`config.mk`:
```
export PLATFORM = sky130hd
export DESIGN_NAME = adcci_top
export DESIGN_NICKNAME = d
export VERILOG_FILES = /design/src/verilog/adcci_pkg.sv /design/src/verilog/adcci_clkdiv.sv /design/src/verilog/adcci_sar.sv /design/src/verilog/adcci_top.sv
export VERILOG_INCLUDE_DIRS = /design/src /design/src/verilog
export SDC_FILE = /design/constraint.sdc
export NUM_CORES = 1
export LEC_CHECK = 0
export BUFFER_PORTS_ARGS = -buffer_cell sky130_fd_sc_hd__buf_2
export CAP_MARGIN = 20
export CORE_MARGIN = 2
export CORE_UTILIZATION = 48
export CTS_CLUSTER_DIAMETER = 50
export DETAILED_ROUTE_END_ITERATION = 10
export PLACE_DENSITY = 0.81
export REMOVE_ABC_BUFFERS = 1
export SETUP_SLACK_MARGIN = 0.1
export SLEW_MARGIN = 15
export SYNTH_ARGS = -nofsm -noshare
export SYNTH_HDL_FRONTEND = slang
export SYNTH_SLANG_ARGS = --single-unit
```
`constraint.sdc`:
```
create_clock -name pclk -period 2.15 [get_ports pclk]
set_input_delay 0 -clock pclk [delete_from_list [all_inputs] [get_ports pclk]]
set_output_delay 0 -clock pclk [all_outputs]
set_load 0.01 [all_outputs]
```
`src/verilog/adcci_cfg.svh`:
```
// Offsets, field positions, reset values and timing counts of the converter control block.
`ifndef ADCCI_CFG_SVH
`define ADCCI_CFG_SVH

// Register indices; the APB byte address is four times the index.
`define ADCCI_CSR_IDX 6'h36
`define ADCCI_HIGH_IDX 6'h37
`define ADCCI_LOW_IDX 6'h38
`define ADCCI_STAT_IDX 6'h39
`define ADCCI_MASK_IDX 6'h3a

// Field positions.
`define ADCCI_CSR_EOC 7
`define ADCCI_CSR_SPEED 6
`define ADCCI_CSR_ON 5
`define ADCCI_LOW_SLOW 3
`define ADCCI_ST_DONE 0
`define ADCCI_ST_OVR 1

// Reset values.
`define ADCCI_CSR_RST 8'h00
`define ADCCI_LOW_RST 8'h00
`define ADCCI_RES_RST 10'h000

// Converter clock divider terminal counts (divide by count plus one).
`define ADCCI_DIV1_LIM 2'h0
`define ADCCI_DIV2_LIM 2'h1
`define ADCCI_DIV4_LIM 2'h3

// Converter timing.
`define ADCCI_SAMPLE_TICKS 2'h2
`define ADCCI_PCLK_NS 20
`define ADCCI_WAKE_SETTLE_NS 1000
`define ADCCI_WAKE_CYC ((`ADCCI_WAKE_SETTLE_NS + `ADCCI_PCLK_NS - 1) / `ADCCI_PCLK_NS)

`endif

```
`src/verilog/adcci_pkg.sv`:
```
// Types shared by the converter control block modules.
package adcci_pkg;

  // Converter power mode; codes are Gray along off, run, halt.
  typedef enum logic [1:0] {
    ADCCI_OFF = 2'b00,
    ADCCI_RUN = 2'b01,
    ADCCI_HALT = 2'b11,
    ADCCI_SETTLE = 2'b10
  } adcci_mode_t;

  // Successive approximation sequence states.
  typedef enum logic [1:0] {
    ADCCI_IDLE = 2'b00,
    ADCCI_SAMPLE = 2'b01,
    ADCCI_CONV = 2'b11,
    ADCCI_DONE = 2'b10
  } adcci_sar_st_t;

  typedef struct packed {
    logic [1:0] cnt;
    logic tick;
  } adcci_div_t;

  typedef struct packed {
    adcci_sar_st_t st;
    logic [1:0] scnt;
    logic [3:0] bitn;
    logic [9:0] trial;
    logic sample;
    logic done;
    logic [9:0] result;
  } adcci_sar_t;

  typedef struct packed {
    logic [3:0] ch;
    logic speed;
    logic on;
    logic eoc;
    logic slow;
    logic [9:0] result;
    logic [1:0] status;
    logic [1:0] mask;
    logic irq;
    logic [31:0] prdata;
    logic pready;
    logic pslverr;
    adcci_mode_t mode;
    logic [7:0] settle;
    logic pwr;
    logic [9:0] pin;
  } adcci_top_t;

endpackage : adcci_pkg

```
`src/verilog/adcci_clkdiv.sv`:
```
// Converter clock enable generator dividing the APB clock by one, two or four.
`timescale 1ns/1ps
`default_nettype none
`include "adcci_cfg.svh"

module adcci_clkdiv import adcci_pkg::*; (
  input wire logic pclk, // System clock.
  input wire logic presetn, // Asynchronous reset, active low.
  input wire logic run, // Converter running.
  input wire logic slow, // Divide by four.
  input wire logic speed, // Undivided when slow is low.
  output logic tick // One-cycle converter clock enable.
);

  adcci_div_t r;
  adcci_div_t n;
  logic [1:0] lim;

  // Counting from zero while stopped keeps the first tick a full period away.
  always_comb begin
    lim = slow ? `ADCCI_DIV4_LIM : (speed ? `ADCCI_DIV1_LIM : `ADCCI_DIV2_LIM);
    n = r;
    n.tick = 1'b0;
    if (!run) begin
      n.cnt = 2'h0;
    end else if (r.cnt >= lim) begin
      n.cnt = 2'h0;
      n.tick = 1'b1;
    end else begin
      n.cnt = r.cnt + 2'h1;
    end
  end

  // State register.
  always_ff @(posedge pclk or negedge presetn) begin
    if (!presetn) begin
      r <= '0;
    end else begin
      r <= n;
    end
  end

  assign tick = r.tick;
endmodule : adcci_clkdiv
`default_nettype wire

```
`src/verilog/adcci_sar.sv`:
```
// Successive approximation sequencer driving the analog core's trial code.
`timescale 1ns/1ps
`default_nettype none
`include "adcci_cfg.svh"

module adcci_sar import adcci_pkg::*; (
  input wire logic pclk, // System clock.
  input wire logic presetn, // Asynchronous reset, active low.
  input wire logic run, // Convert continuously while high.
  input wire logic abort, // Drop the current conversion.
  input wire logic tick, // Converter clock enable.
  input wire logic comp, // Comparator: input at or above trial.
  output logic sample, // Sample switch closed.
  output logic [9:0] trial, // Trial code to the DAC.
  output logic done, // One-cycle pulse with a new result.
  output logic [9:0] result // Last result.
);

  adcci_sar_t r;
  adcci_sar_t n;

  // The comparator is read one converter tick after its trial code was set.
  always_comb begin
    n = r;
    n.done = 1'b0;
    if (abort || !run) begin
      n.st = ADCCI_IDLE;
      n.sample = 1'b0;
      n.trial = 10'h000;
    end else if (tick) begin
      unique case (r.st)
        ADCCI_IDLE, ADCCI_DONE: begin
          if (r.st == ADCCI_DONE) begin
            n.result = r.trial;
            n.done = 1'b1;
          end
          n.st = ADCCI_SAMPLE;
          n.sample = 1'b1;
          n.scnt = 2'h0;
        end
        ADCCI_SAMPLE: begin
          if (r.scnt == `ADCCI_SAMPLE_TICKS - 2'h1) begin
            n.st = ADCCI_CONV;
            n.sample = 1'b0;
            n.bitn = 4'h9;
            n.trial = 10'h200;
          end else begin
            n.scnt = r.scnt + 2'h1;
          end
        end
        ADCCI_CONV: begin
          if (!comp) begin
            n.trial[r.bitn] = 1'b0;
          end
          if (r.bitn == 4'h0) begin
            n.st = ADCCI_DONE;
          end else begin
            n.trial[r.bitn - 4'h1] = 1'b1;
            n.bitn = r.bitn - 4'h1;
          end
        end
      endcase
    end
  end

  // State register.
  always_ff @(posedge pclk or negedge presetn) begin
    if (!presetn) begin
      r <= '0;
    end else begin
      r <= n;
    end
  end

  assign sample = r.sample;
  assign trial = r.trial;
  assign done = r.done;
  assign result = r.result;

endmodule : adcci_sar
`default_nettype wire

```
`src/verilog/adcci_top.sv`:
```
// Control and result interface of the 10-bit converter with its APB register slave.
`timescale 1ns/1ps
`default_nettype none
`include "adcci_cfg.svh"

module adcci_top import adcci_pkg::*; (
  input wire logic pclk, // APB clock, 50 MHz.
  input wire logic presetn, // Asynchronous reset, active low.
  input wire logic psel, // APB select.
  input wire logic penable, // APB access phase.
  input wire logic pwrite, // APB write.
  input wire logic [7:0] paddr, // APB byte address.
  input wire logic [31:0] pwdata, // APB write data.
  output logic [31:0] prdata, // APB read data.
  output logic pready, // APB ready.
  output logic pslverr, // APB error on unmapped address.
  output logic irq, // Level interrupt.
  input wire logic halt_req, // Chip in halt mode.
  input wire logic [9:0] ain_level, // Digital level of the analog pins.
  output logic [9:0] port_level, // Pin levels for the port read path.
  output logic adc_power_on, // Analog core powered.
  output logic [3:0] adc_channel, // Input multiplexer select.
  output logic adc_sample, // Sample switch closed.
  output logic [9:0] adc_trial, // Trial code to the DAC.
  input wire logic adc_comp // Comparator result.
);

  localparam logic [7:0] CSR_A = {`ADCCI_CSR_IDX, 2'b00};
  localparam logic [7:0] HIGH_A = {`ADCCI_HIGH_IDX, 2'b00};
  localparam logic [7:0] LOW_A = {`ADCCI_LOW_IDX, 2'b00};
  localparam logic [7:0] STAT_A = {`ADCCI_STAT_IDX, 2'b00};
  localparam logic [7:0] MASK_A = {`ADCCI_MASK_IDX, 2'b00};
  localparam logic [7:0] WAKE_CYC = 8'(`ADCCI_WAKE_CYC);

  adcci_top_t r;
  adcci_top_t n;
  logic setup;
  logic acc;
  logic wr_csr;
  logic wr_low;
  logic wr_stat;
  logic wr_mask;
  logic rd_high;
  logic abort;
  logic tick;
  logic sar_done;
  logic [9:0] sar_result;
  logic eoc_set;
  logic eoc_clr;
  logic [1:0] events;
  logic run;

  // APB phase decode; a write lands only at the edge where pready is sampled high.
  assign setup = psel & ~penable;
  assign acc = psel & penable & r.pready;
  assign wr_csr = acc & pwrite & (paddr == CSR_A);
  assign wr_low = acc & pwrite & (paddr == LOW_A);
  assign wr_stat = acc & pwrite & (paddr == STAT_A);
  assign wr_mask = acc & pwrite & (paddr == MASK_A);
  assign rd_high = acc & ~pwrite & (paddr == HIGH_A);
  assign run = (r.mode == ADCCI_RUN);

  // A new channel while running throws the conversion away at once.
  assign abort = wr_csr & run & (pwdata[3:0] != r.ch);

  // A result from an aborted conversion belongs to the old channel and is dropped.
  assign eoc_set = sar_done & ~abort;
  assign eoc_clr = wr_csr | rd_high;
  assign events = {eoc_set & r.eoc, eoc_set};

  adcci_clkdiv u_div (
    .pclk(pclk),
    .presetn(presetn),
    .run(run),
    .slow(r.slow),
    .speed(r.speed),
    .tick(tick)
  );

  adcci_sar u_sar (
    .pclk(pclk),
    .presetn(presetn),
    .run(run),
    .abort(abort),
    .tick(tick),
    .comp(adc_comp),
    .sample(adc_sample),
    .trial(adc_trial),
    .done(sar_done),
    .result(sar_result)
  );

  // Next-state logic for registers, APB answer, power mode and interrupt.
  always_comb begin
    n = r;
    n.pready = setup;
    n.pslverr = 1'b0;
    n.pin = ain_level;

    // Read data is latched in the setup cycle and presented in the access cycle.
    if (setup) begin
      n.prdata = 32'h0000_0000;
      unique case (paddr)
        CSR_A: n.prdata[7:0] = {r.eoc, r.speed, r.on, 1'b0, r.ch};
        HIGH_A: n.prdata[7:0] = r.result[9:2];
        LOW_A: n.prdata[7:0] = {4'h0, r.slow, 1'b0, r.result[1:0]};
        STAT_A: n.prdata[1:0] = r.status;
        MASK_A: n.prdata[1:0] = r.mask;
        default: n.pslverr = ~pwrite;
      endcase
      if (pwrite && !(paddr inside {CSR_A, HIGH_A, LOW_A, STAT_A, MASK_A})) begin
        n.pslverr = 1'b1;
      end
    end

    // Control and status: channel, speed and converter on are software owned.
    if (wr_csr) begin
      n.ch = pwdata[3:0];
      n.speed = pwdata[`ADCCI_CSR_SPEED];
      n.on = pwdata[`ADCCI_CSR_ON];
    end
    if (wr_low) begin
      n.slow = pwdata[`ADCCI_LOW_SLOW];
    end
    if (wr_mask) begin
      n.mask = pwdata[1:0];
    end

    // The flag set by a finishing conversion wins over a clear in the same cycle.
    if (eoc_set) begin
      n.eoc = 1'b1;
      n.result = sar_result;
    end else if (eoc_clr) begin
      n.eoc = 1'b0;
    end

    // Sticky event bits, cleared by writing one; a new event wins.
    n.status = (r.status & ~({2{wr_stat}} & pwdata[1:0])) | events;

    // Power mode; wait mode has no input here because it changes nothing.
    unique case (r.mode)
      ADCCI_OFF: begin
        if (halt_req) begin
          n.mode = ADCCI_HALT;
        end else if (r.on) begin
          n.mode = ADCCI_RUN;
        end
      end
      ADCCI_RUN: begin
        if (halt_req) begin
          n.mode = ADCCI_HALT;
        end else if (!r.on) begin
          n.mode = ADCCI_OFF;
        end
      end
      ADCCI_HALT: begin
        if (!halt_req) begin
          n.mode = ADCCI_SETTLE;
          n.settle = WAKE_CYC;
        end
      end
      ADCCI_SETTLE: begin
        if (halt_req) begin
          n.mode = ADCCI_HALT;
        end else if (r.settle <= 8'h01) begin
          n.mode = r.on ? ADCCI_RUN : ADCCI_OFF;
        end else begin
          n.settle = r.settle - 8'h01;
        end
      end
    endcase

    // The core is kept powered while settling so its bias is ready at the end.
    n.pwr = (n.mode == ADCCI_RUN) || (n.mode == ADCCI_SETTLE);

    // Masks reset to zero, so the converter alone never interrupts.
    n.irq = |(n.status & n.mask);
  end

  // State register; result bytes have no defined reset content and clear to zero.
  always_ff @(posedge pclk or negedge presetn) begin
    if (!presetn) begin
      r <= '0;
    end else begin
      r <= n;
    end
  end

  assign prdata = r.prdata;
  assign pready = r.pready;
  assign pslverr = r.pslverr;
  assign irq = r.irq;
  assign port_level = r.pin;
  assign adc_power_on = r.pwr;
  assign adc_channel = r.ch;
endmodule : adcci_top
`default_nettype wire

```
==> flow_summary.ini, run 1 <==
[yosys]
async_reset_ff_frac = 1.000
synth-seq-cells = 87
yosys.area_share.simple = 0.1669
synth_cell_type_count = 58
synthXorXnorAreaFrac = 0.01986
synth_top_family_by_area = simple AND/OR/NAND/NOR gates
synth_warnings = 0
synth_compound_area_frac = 0.1070
synthCells = 423
syn_area_um2 = 4409
synth-adder-area-share = 0.01419
avgSynthCellArea_um2 = 10.42
synth_edf_count = 0
synth_ff_type = dfrtp_1
yosysSeqAreaShare = 0.4938
muxShareOfSynthArea = 0.07094

[pwr]
p_clk_frac = 0.347
p_leak_nw = 2.415
power.switching_w = 0.0007733
pwr-share-comb = 0.102
vdd_drop_max_v = 0.0002389
swShare = 0.2462
powerDensity_nw_per_um2 = 626.1
seqPwrFrac = 0.552
power.internal_w = 0.002367
p_total_w = 0.003141

[worst_setup_path]
critPathMaxStageDelay_ps = 540
worstSetupPathType = reg2reg
worst_ep_required_time_ps = 2390
rrSetupSlack_ps = 160
crit_arrival_ps = 2230
crit_family = simple AND/OR/NAND/NOR gates
r2r_cells = 5
timing.critical_path.mode_cell = or4_4
cp_slowest_cell = or4_4
reg2reg_from = r[14]
critical_path_peak_fanout = 6
cp_cell_sequence = or4_4, or4_4, or3b_2, xnor2_1, and2_1
end_kind = register
cp_num_buf_inv = 0
rr_endpoint = r[17]
critPathLaunchType = register

[min_path]
hp-class = in2reg
whs_path_depth = 3
min_to = pready
min_from = penable

[final_layout]
num_antenna_cells = 0
seqCellArea_um2 = 2178
fin_nets = 554
fillers = 758
layout_commonest_cell = dfrtp_1
area_delta_synth_final_pct = 13.76
fin_util = 0.5696
final_cell_mix = dfrtp_1, buf_2, nand2_1
design_area_um2 = 5016
multi_input_area_um2 = 1777
drive_above_1_share = 0.2681

[route]
via_count = 3169
ant_nets = 0
totalWireLength_um = 8954
drc_errors = 0
avgViaCountPerCell = 5.247
drt-initial-drc-count = 102
drt_first_pass_iters = 4
wl_per_cell_um = 14.82

[global_routing]
grt-ovfl-total = 0
antenna_found_initial = 0
use_met3 = 0.03691
grt_busiest_layer = met2
grt_usage = 0.1857
use_met1 = 0.2337
grt_max_degree = 52
grt.met2_usage = 0.3202
grt_pass1_wl_um = 14720
grt_pass1_vias = 3103

[sta]
slew_violations = 0
skew_ps = 7.246
worst_pin_slew_ps = 543.6
period_needed_ps = 1985
fin_crit_sh = 0.9235
slew_headroom = 0.6362
finalSetupViolCount = 0
rsz0062_at_grt = yes
clock.fmax_mhz = 503.7
finalHoldViolCount = 0

[floorplanning]
coreArea_um2 = 8806
dieArea_um2 = 9969
start_util = 0.5007
die_w_um = 99.85
die_h_um = 99.85
rows = 34
ioPinCount = 118

[place]
io_buffers = 67
dpl.hpwl_um = 6534
place_area_um2 = 4623
place.gp.congestion = 0.9503

[clocking]
path_clk_slew_ps = 80
h-tree-depth = 3
cts_buffers = 9
cts.sinks = 87
clock_latency_ps = 340
clock-root-buffer = clkbuf_8
clk_path_buf_depth = 2
cts_tree = built

[run_status]
status = complete, no violations

[flow_run]
cap_violations = 0
-- sequential cells by signal (all words and copies together), names as in the netlist, 2 cells and up --
name / cells
port_level: 10
prdata: 8
u_sar.result: 10
u_sar.trial: 10
adc_channel: 4
r: 28
u_sar.r: 8
u_div.r: 2
-- cells in the mapped netlist (all sizes together) (2+ instances only) --
cell / count / area [um2]
dfrtp: 87 / 2177
nor2b: 5 / 31.28
or4: 4 / 30.03
and3: 3 / 18.77
o31ai: 4 / 43.79
nor4: 4 / 25.02
a221oi: 3 / 26.28
nand3b: 2 / 15.01
nor2: 34 / 127.6
xor2: 3 / 26.28
or3b: 2 / 17.52
a22oi: 5 / 37.54
mux2i: 2 / 20.02
a21oi: 24 / 123.9
a21o: 2 / 15.01
nand2: 44 / 165.2
clkbuf: 8 / 30.03
or3: 2 / 12.51
nand3: 11 / 55.05
o41ai: 3 / 33.79
buf: 63 / 490.5
o2bb2ai: 3 / 26.28
o21ai: 18 / 93.84
ha: 5 / 62.56
or4b: 5 / 53.80
nand4: 3 / 18.77
xnor2: 7 / 61.31
nand2b: 4 / 25.02
or2: 2 / 12.51
a211oi: 2 / 20.02
and2: 3 / 18.77
inv: 10 / 37.54
nor3: 11 / 66.32
mux2: 23 / 292.8
nand4b: 3 / 26.28
-- per-stage QoR --
| step | hold slack [ps] | setup TNS (ps) | setup slack [ps] | cells |
|---|---|---|---|---|
| 2_1_floorplan | -295.6 | -789.5 | -104.8 | 375 |
| 3_3_place_gp | -17.03 | 0 | 88.79 | 570 |
| 3_5_place_dp | -3.923 | 0 | 41.44 | 570 |
| 4_1_cts | 18.84 | 0 | 104.7 | 603 |
| 5_1_grt | 26.89 | 0 | 72.73 | 604 |
| 6_report | 35.30 | 0 | 164.5 | 604 |
-- power groups by stage --
stage,clock [W],sequential [W],combinational (W)
after global routing,0.00120,0.00174,0.000353
after detailed placement,0,0.00176,0.000293
final,0.00109,0.00173,0.000320
after CTS,0.00113,0.00173,0.000319
after global placement,0,0.00176,0.000282
after floorplan,0,0.00178,0.000118
-- worst max path at each step --
stage,start,endpoint,slack (ps),depth (start not counted)
detailed placement,r[14],r[17],40,5
global route,adc_channel[1],u_sar.result[3],70,5
floorplan,pready,irq,-100,5
finish,r[14],r[17],160,5
global placement,r[14],r[17],90,5
CTS,r[14],r[17],100,5
-- timing repair --
action / CTS / global route
cloned: 0 / 0
pin swaps: 0 / 2
hold buffers: 18 / 0
resized for setup: 1 / 4
endpoints found under the hold margin: 58 / 0
setup endpoints to repair: 1 / 27
buffers inserted: 0 / 1
-- tightest hold or removal path: cells and delay by family --
| family | cells | cell delay [ps] |
|---|---|---|
| buf+inv | 2 | 280 |
| simple gates | 1 | 40 |
-- per-layer routing --
| metal | part of all wire | up-vias |
|---|---|---|
| met5 | 0 | - |
| met4 | 0.012 | 0 |
| met3 | 0.050 | 8 |
| met2 | 0.51 | 112 |
| met1 | 0.43 | 1531 |
| li1 | - | 1518 |
-- final cells by class --
type	count	area share
clock buffers	10	0.02544
clock inverters	5	0.01197
multi-input cells	278	0.3542
repair buffers	106	0.1397
well taps	108	0.02694
inverters	10	0.007483
flip-flops and latches	87	0.4343
-- cell families (layout without fill, tap and decap cells) --
family | count (synthesis) | count (layout)
AND/OR/NAND/NOR | 144 | 144
flip-flops | 87 | 87
buffers and inverters | 81 | 131
AO/OA/AOI/OAI | 70 | 70
multiplexers | 25 | 25
XOR/XNOR | 10 | 10
adder cells (fa/ha/maj) | 5 | 5
other | 1 | 24
Power figures use the tool's default switching activity.
==> run 2, diff against run 1 <==
--- a/config.mk
+++ b/config.mk
@@ -10,6 +10,7 @@
 export CAP_MARGIN = 20
 export CORE_MARGIN = 2
 export CORE_UTILIZATION = 48
+export CTS_BUF_LIST = sky130_fd_sc_hd__clkbuf_4 sky130_fd_sc_hd__clkbuf_8 sky130_fd_sc_hd__clkbuf_16
 export CTS_CLUSTER_DIAMETER = 50
 export DETAILED_ROUTE_END_ITERATION = 10
 export PLACE_DENSITY = 0.81
==> constraint.sdc (replaced) <==
create_clock -name pclk -period 2.15 [get_ports pclk]
set_input_delay 0.215 -clock pclk [delete_from_list [all_inputs] [get_ports pclk]]
set_output_delay 0.215 -clock pclk [all_outputs]
set_load 0.01 [all_outputs]
==> run 2 against run 1 <==
Effect of this change: combinational power grew 2%; clock skew grew 1.4 ps; register-to-register slack is essentially flat; routed wire length is 1.5% higher; sequential share of layout area fell by 0.41 points; final cell count rose by 0.50%; count of clock-buffer cells in the layout increased by 1; power is 5.9% higher; first-iteration DRC count down 13%; via count is 2.6% higher; critical path type unchanged.
==> flow_summary.ini, run 2 (synthesis results as in run 1) <==
[route]
via_count = 3250
wl_per_cell_um = 14.98
ant_nets = 0
drt_first_pass_iters = 4
totalWireLength_um = 9091
avgViaCountPerCell = 5.354
drt-initial-drc-count = 89
drc_errors = 0

[clocking]
cts.sinks = 87
cts_buffers = 9
post_cts_buffers = 0
h-tree-depth = 3
clock-root-buffer = clkbuf_8
clk_path_buf_depth = 2
clock_latency_ps = 350
cts_tree = built
path_clk_slew_ps = 90

[sta]
worst_pin_slew_ps = 514.9
finalHoldViolCount = 0
rsz0062_at_grt = no
period_needed_ps = 1988
hold-worst-slack_ps = 73.63
clock.fmax_mhz = 503.1
skew_ps = 8.644
finalSetupViolCount = 0
finalWorstSetupSlack_ps = 162.1
slew_violations = 0
slew_headroom = 0.6568
fin_crit_sh = 0.9246

[floorplanning]
coreArea_um2 = 8806
dieArea_um2 = 9969
die_w_um = 99.85
rows = 34
ioPinCount = 118
start_util = 0.5007
die_h_um = 99.85

[min_path]
hp-class = in2reg

[final_layout]
fin_nets = 556
regMostFlops = r
fillers = 746
multi_input_area_um2 = 1800
fin_cells = 607
num_antenna_cells = 0
area_delta_synth_final_pct = 14.84
design_area_um2 = 5064
fin_util = 0.5750
largest_reg_flops = 28
seqCellArea_um2 = 2178
final_cell_mix = dfrtp_1, buf_2, nand2_1
layout_commonest_cell = dfrtp_1
drive_above_1_share = 0.2926

[pwr]
vdd_drop_max_v = 0.0002571
p_clk_frac = 0.381
pwr-share-comb = 0.098
power.internal_w = 0.002536
p_leak_nw = 2.461
swShare = 0.2371
powerDensity_nw_per_um2 = 656.6
power.switching_w = 0.0007882
seqPwrFrac = 0.521

[place]
place.gp.congestion = 0.9714
dpl.hpwl_um = 6663
dp_slack_ps = -74.16
io_buffers = 67
place_area_um2 = 4686
dp_cells = 580

[global_routing]
grt_max_degree = 48
grt-ovfl-total = 0
grt_usage = 0.1906
grt_pass1_vias = 3237
antenna_found_initial = 0
grt_pass1_wl_um = 15030

[worst_setup_path]
worstSetupPathType = reg2reg
critPathMaxStageDelay_ps = 550
end_kind = register
critPathLaunchType = register
timing.critical_path.mode_cell = or4_4
cp_slowest_cell = or4_4
cp_cell_sequence = or4_4, or4_4, or3b_2, xnor2_1, and2_1
crit_arrival_ps = 2240
critical_path_peak_fanout = 6
worst_ep_required_time_ps = 2400

[run_status]
status = complete, no violations

[flow_run]
cap_violations = 0
-- run 2: cell types whose count changed in the layout (fill, tap and decap cells not counted), sizes merged --
cell / change
dlygate4sd3: -7
clkinvlp: -3
buf: +9
clkinv: +2
bufinv: +1
clkbuf: +1
-- run 2: worst paths after layout --
kind | startpoint | to | slack [ps] | depth (start not counted)
worst min register to register | u_div.r[1] | u_div.r[1] | 480 | 1
max in group asynchronous | presetn | r[11] | 1170 | 3
worst max register to register | r[14] | r[17] | 160 | 5
worst max-delay path | r[14] | r[17] | 160 | 5
min in group asynchronous | presetn | port_level[9] | 380 | 2
worst min-delay path | pwdata[6] | r[73] | 70 | 3
-- run 2: stage by stage --
| step | setup TNS [ps] | power, W |
|---|---|---|
| 2_1_floorplan | -2187 | 0.001897 |
| 3_3_place_gp | -545.2 | 0.002045 |
| 3_5_place_dp | -1162 | 0.002064 |
| 4_1_cts | 0 | 0.003345 |
| 5_1_grt | 0 | 0.003464 |
| 6_report | 0 | 0.003325 |
-- run 2: worst max-delay path, delay by kind of cell (launching register included) --
family / cells / cell delay, ps
AND/OR/NAND/NOR: 4 / 1450
XOR/XNOR: 1 / 50
flip-flops: 1 / 380
-- run 2: layer usage --
metal  global-route usage  wire length (um)  vias up
met5                    0                 0        -
met2               0.3332              4653      116
li1                     -                 -     1532
met1               0.2359              3791     1583
met4              0.07060               166        0
met3              0.03621               480       19
-- run 2: power by group through the flow --
stage	Clock (W)	Combinational [W]	Sequential, W
after global placement	0	0.000289	0.00176
after CTS	0.00130	0.000319	0.00173
after detailed placement	0	0.000302	0.00176
final	0.00127	0.000327	0.00173
after floorplan	0	0.000118	0.00178
after global routing	0.00136	0.000363	0.00174
-- run 2: layout make-up --
| cell class | count | area share |
|---|---|---|
| timing repair buffer | 108 | 0.1354 |
| tap | 108 | 0.02669 |
| clock buffer | 11 | 0.02866 |
| multi-input combinational | 278 | 0.3556 |
| sequential | 87 | 0.4302 |
| clock inverter | 5 | 0.01606 |
| inverter | 10 | 0.007413 |
-- run 2: timing repair --
action                                 in CTS  in global routing
gates cloned                                0                  0
gates resized for setup                     1                  9
endpoints found under the hold margin      50                  0
pin swaps                                   0                  3
hold buffers                               11                  0
setup endpoints to repair                   1                 14
==> run 3, diff against run 2 <==
--- a/config.mk
+++ b/config.mk
@@ -9,11 +9,11 @@
 export BUFFER_PORTS_ARGS = -buffer_cell sky130_fd_sc_hd__buf_2
 export CAP_MARGIN = 20
 export CORE_MARGIN = 2
-export CORE_UTILIZATION = 48
+export CORE_UTILIZATION = 53
 export CTS_BUF_LIST = sky130_fd_sc_hd__clkbuf_4 sky130_fd_sc_hd__clkbuf_8 sky130_fd_sc_hd__clkbuf_16
 export CTS_CLUSTER_DIAMETER = 50
 export DETAILED_ROUTE_END_ITERATION = 10
-export PLACE_DENSITY = 0.81
+export PLACE_DENSITY = 0.84
 export REMOVE_ABC_BUFFERS = 1
 export SETUP_SLACK_MARGIN = 0.1
 export SLEW_MARGIN = 15
==> constraint.sdc (replaced) <==
create_clock -name pclk -period 2.4 [get_ports pclk]
set_input_delay 0.24 -clock pclk [delete_from_list [all_inputs] [get_ports pclk]]
set_output_delay 0.24 -clock pclk [all_outputs]
set_load 0.01 [all_outputs]
==> run 3 against run 2 <==
Effect of this change: die area down 9.1%; flip-flop and latch count unchanged; non-clock buffer count down 17; final cell count down 3.5%; hold slack better by 22 ps; clock power down 23%; sequential share of layout area up 1.8 points; setup slack better by 69 ps; via count down 1.8%; clock skew up 0.55 ps; global-route usage up 1.2 points; first-iteration DRC count up 89%; largest cell class unchanged.
==> flow_summary.ini, run 3 (synthesis results as in run 1) <==
[final_layout]
final_cell_mix = dfrtp_1, buf_2, nand2_1
regMostFlops = r
drive_above_1_share = 0.2557
largest_reg_flops = 28
fin_nets = 539
num_antenna_cells = 0
fin_cells = 586
layout_commonest_cell = dfrtp_1
design_area_um2 = 4855
area_delta_synth_final_pct = 10.10
fin_util = 0.5968

[clocking]
cts_tree = built
clock_latency_ps = 350
post_cts_buffers = 0
h-tree-depth = 3
path_clk_slew_ps = 80
clk_path_buf_depth = 2
clock-root-buffer = clkbuf_8
cts.sinks = 87
cts_buffers = 9

[place]
dpl.hpwl_um = 6400
place_area_um2 = 4554
io_buffers = 67
place.gp.congestion = 0.9421
dp_cells = 560

[pwr]
p_leak_nw = 2.357
vdd_drop_max_v = 0.0003348
powerDensity_nw_per_um2 = 574.0

[route]
ant_nets = 0
drt-initial-drc-count = 168
wl_per_cell_um = 14.90
via_count = 3191
avgViaCountPerCell = 5.445
drc_errors = 0
totalWireLength_um = 8730
drt_first_pass_iters = 5

[worst_setup_path]
r2r_cells = 5
crit_arrival_ps = 2420
end_kind = register
worst_ep_required_time_ps = 2650
critical_path_peak_fanout = 6
worstSetupPathType = reg2reg
critPathLaunchType = register

[floorplanning]
start_util = 0.5421
dieArea_um2 = 9065
die_w_um = 95.21
coreArea_um2 = 8134
rows = 33
die_h_um = 95.21
ioPinCount = 118

[sta]
skew_ps = 9.193
rsz0062_at_grt = no
period_needed_ps = 2169
slew_headroom = 0.6072
worst_pin_slew_ps = 588.1
finalSetupViolCount = 0
finalHoldViolCount = 0
clock.fmax_mhz = 461.1
finalSetupTns_ps = 0
slew_violations = 0
fin_crit_sh = 0.9036

[min_path]
hp-class = in2reg
whs_path_depth = 3

[global_routing]
grt_max_degree = 56
antenna_found_initial = 0
grt_pass1_vias = 2981
grt_pass1_wl_um = 14180
grt-ovfl-total = 0
grt_usage = 0.2026

[flow_run]
cap_violations = 0

[run_status]
status = complete, no violations
run 3: layer usage:
| layer | track usage | part of all wire | vias up |
|---|---|---|---|
| li1 | - | - | 1491 |
| met4 | 0.06159 | 0.012 | 0 |
| met3 | 0.03874 | 0.059 | 10 |
| met1 | 0.2564 | 0.41 | 1568 |
| met2 | 0.3521 | 0.52 | 122 |
| met5 | 0 | 0 | - |
run 3: cell type report:
type	count	area [um2]
Fill cell	682	3279
Sequential cell	87	2177
Multi-Input combinational cell	278	1764
Timing Repair Buffer	91	558.0
Clock buffer	11	138.9
Tap cell	105	131.4
Clock inverter	4	47.55
Inverter	10	37.54
run 3: critical path, cell delays in order (launching register included):
cell and delay (ps):
dfrtp_1 430, or4_1 620, or4_4 590, or3b_2 230
xnor2_1 50, and2_1 150
run 3: metrics by stage:
stage,hold slack (ps),total power (W),setup WS [ps]
after global routing,95.27,0.002910,149.2
after CTS,86.93,0.002809,174.3
after global placement,198.5,0.001808,141.8
final,95.82,0.002787,231.3
after floorplan,-55.59,0.001699,0.1317
after detailed placement,209.6,0.001825,134.7
run 3: worst paths after layout:
path                            start            end  slack, ps
setup / recovery                r[14]          r[17]        230
hold / removal              pwdata[6]          r[73]        100
setup reg to reg                r[14]          r[17]        230
hold reg to reg            u_div.r[1]     u_div.r[1]        480
max in group asynchronous     presetn    u_sar.r[24]       1410
min in group asynchronous     presetn  port_level[4]        360
run 3: report_power, final:
part / switching, W / internal (W) / leakage [nW]
Combinational: 0.000146 / 0.000104 / 1.13
Sequential: 0.0000440 / 0.00152 / 1.13
Clock: 0.000480 / 0.000495 / 0.0960
Total: 0.000670 / 0.00212 / 2.36
run 3: repair_timing:
action,in CTS,in global routing
gates resized for setup,0,1
endpoints found under the setup margin,0,1
hold endpoints to repair,42,0
hold buffers,11,0
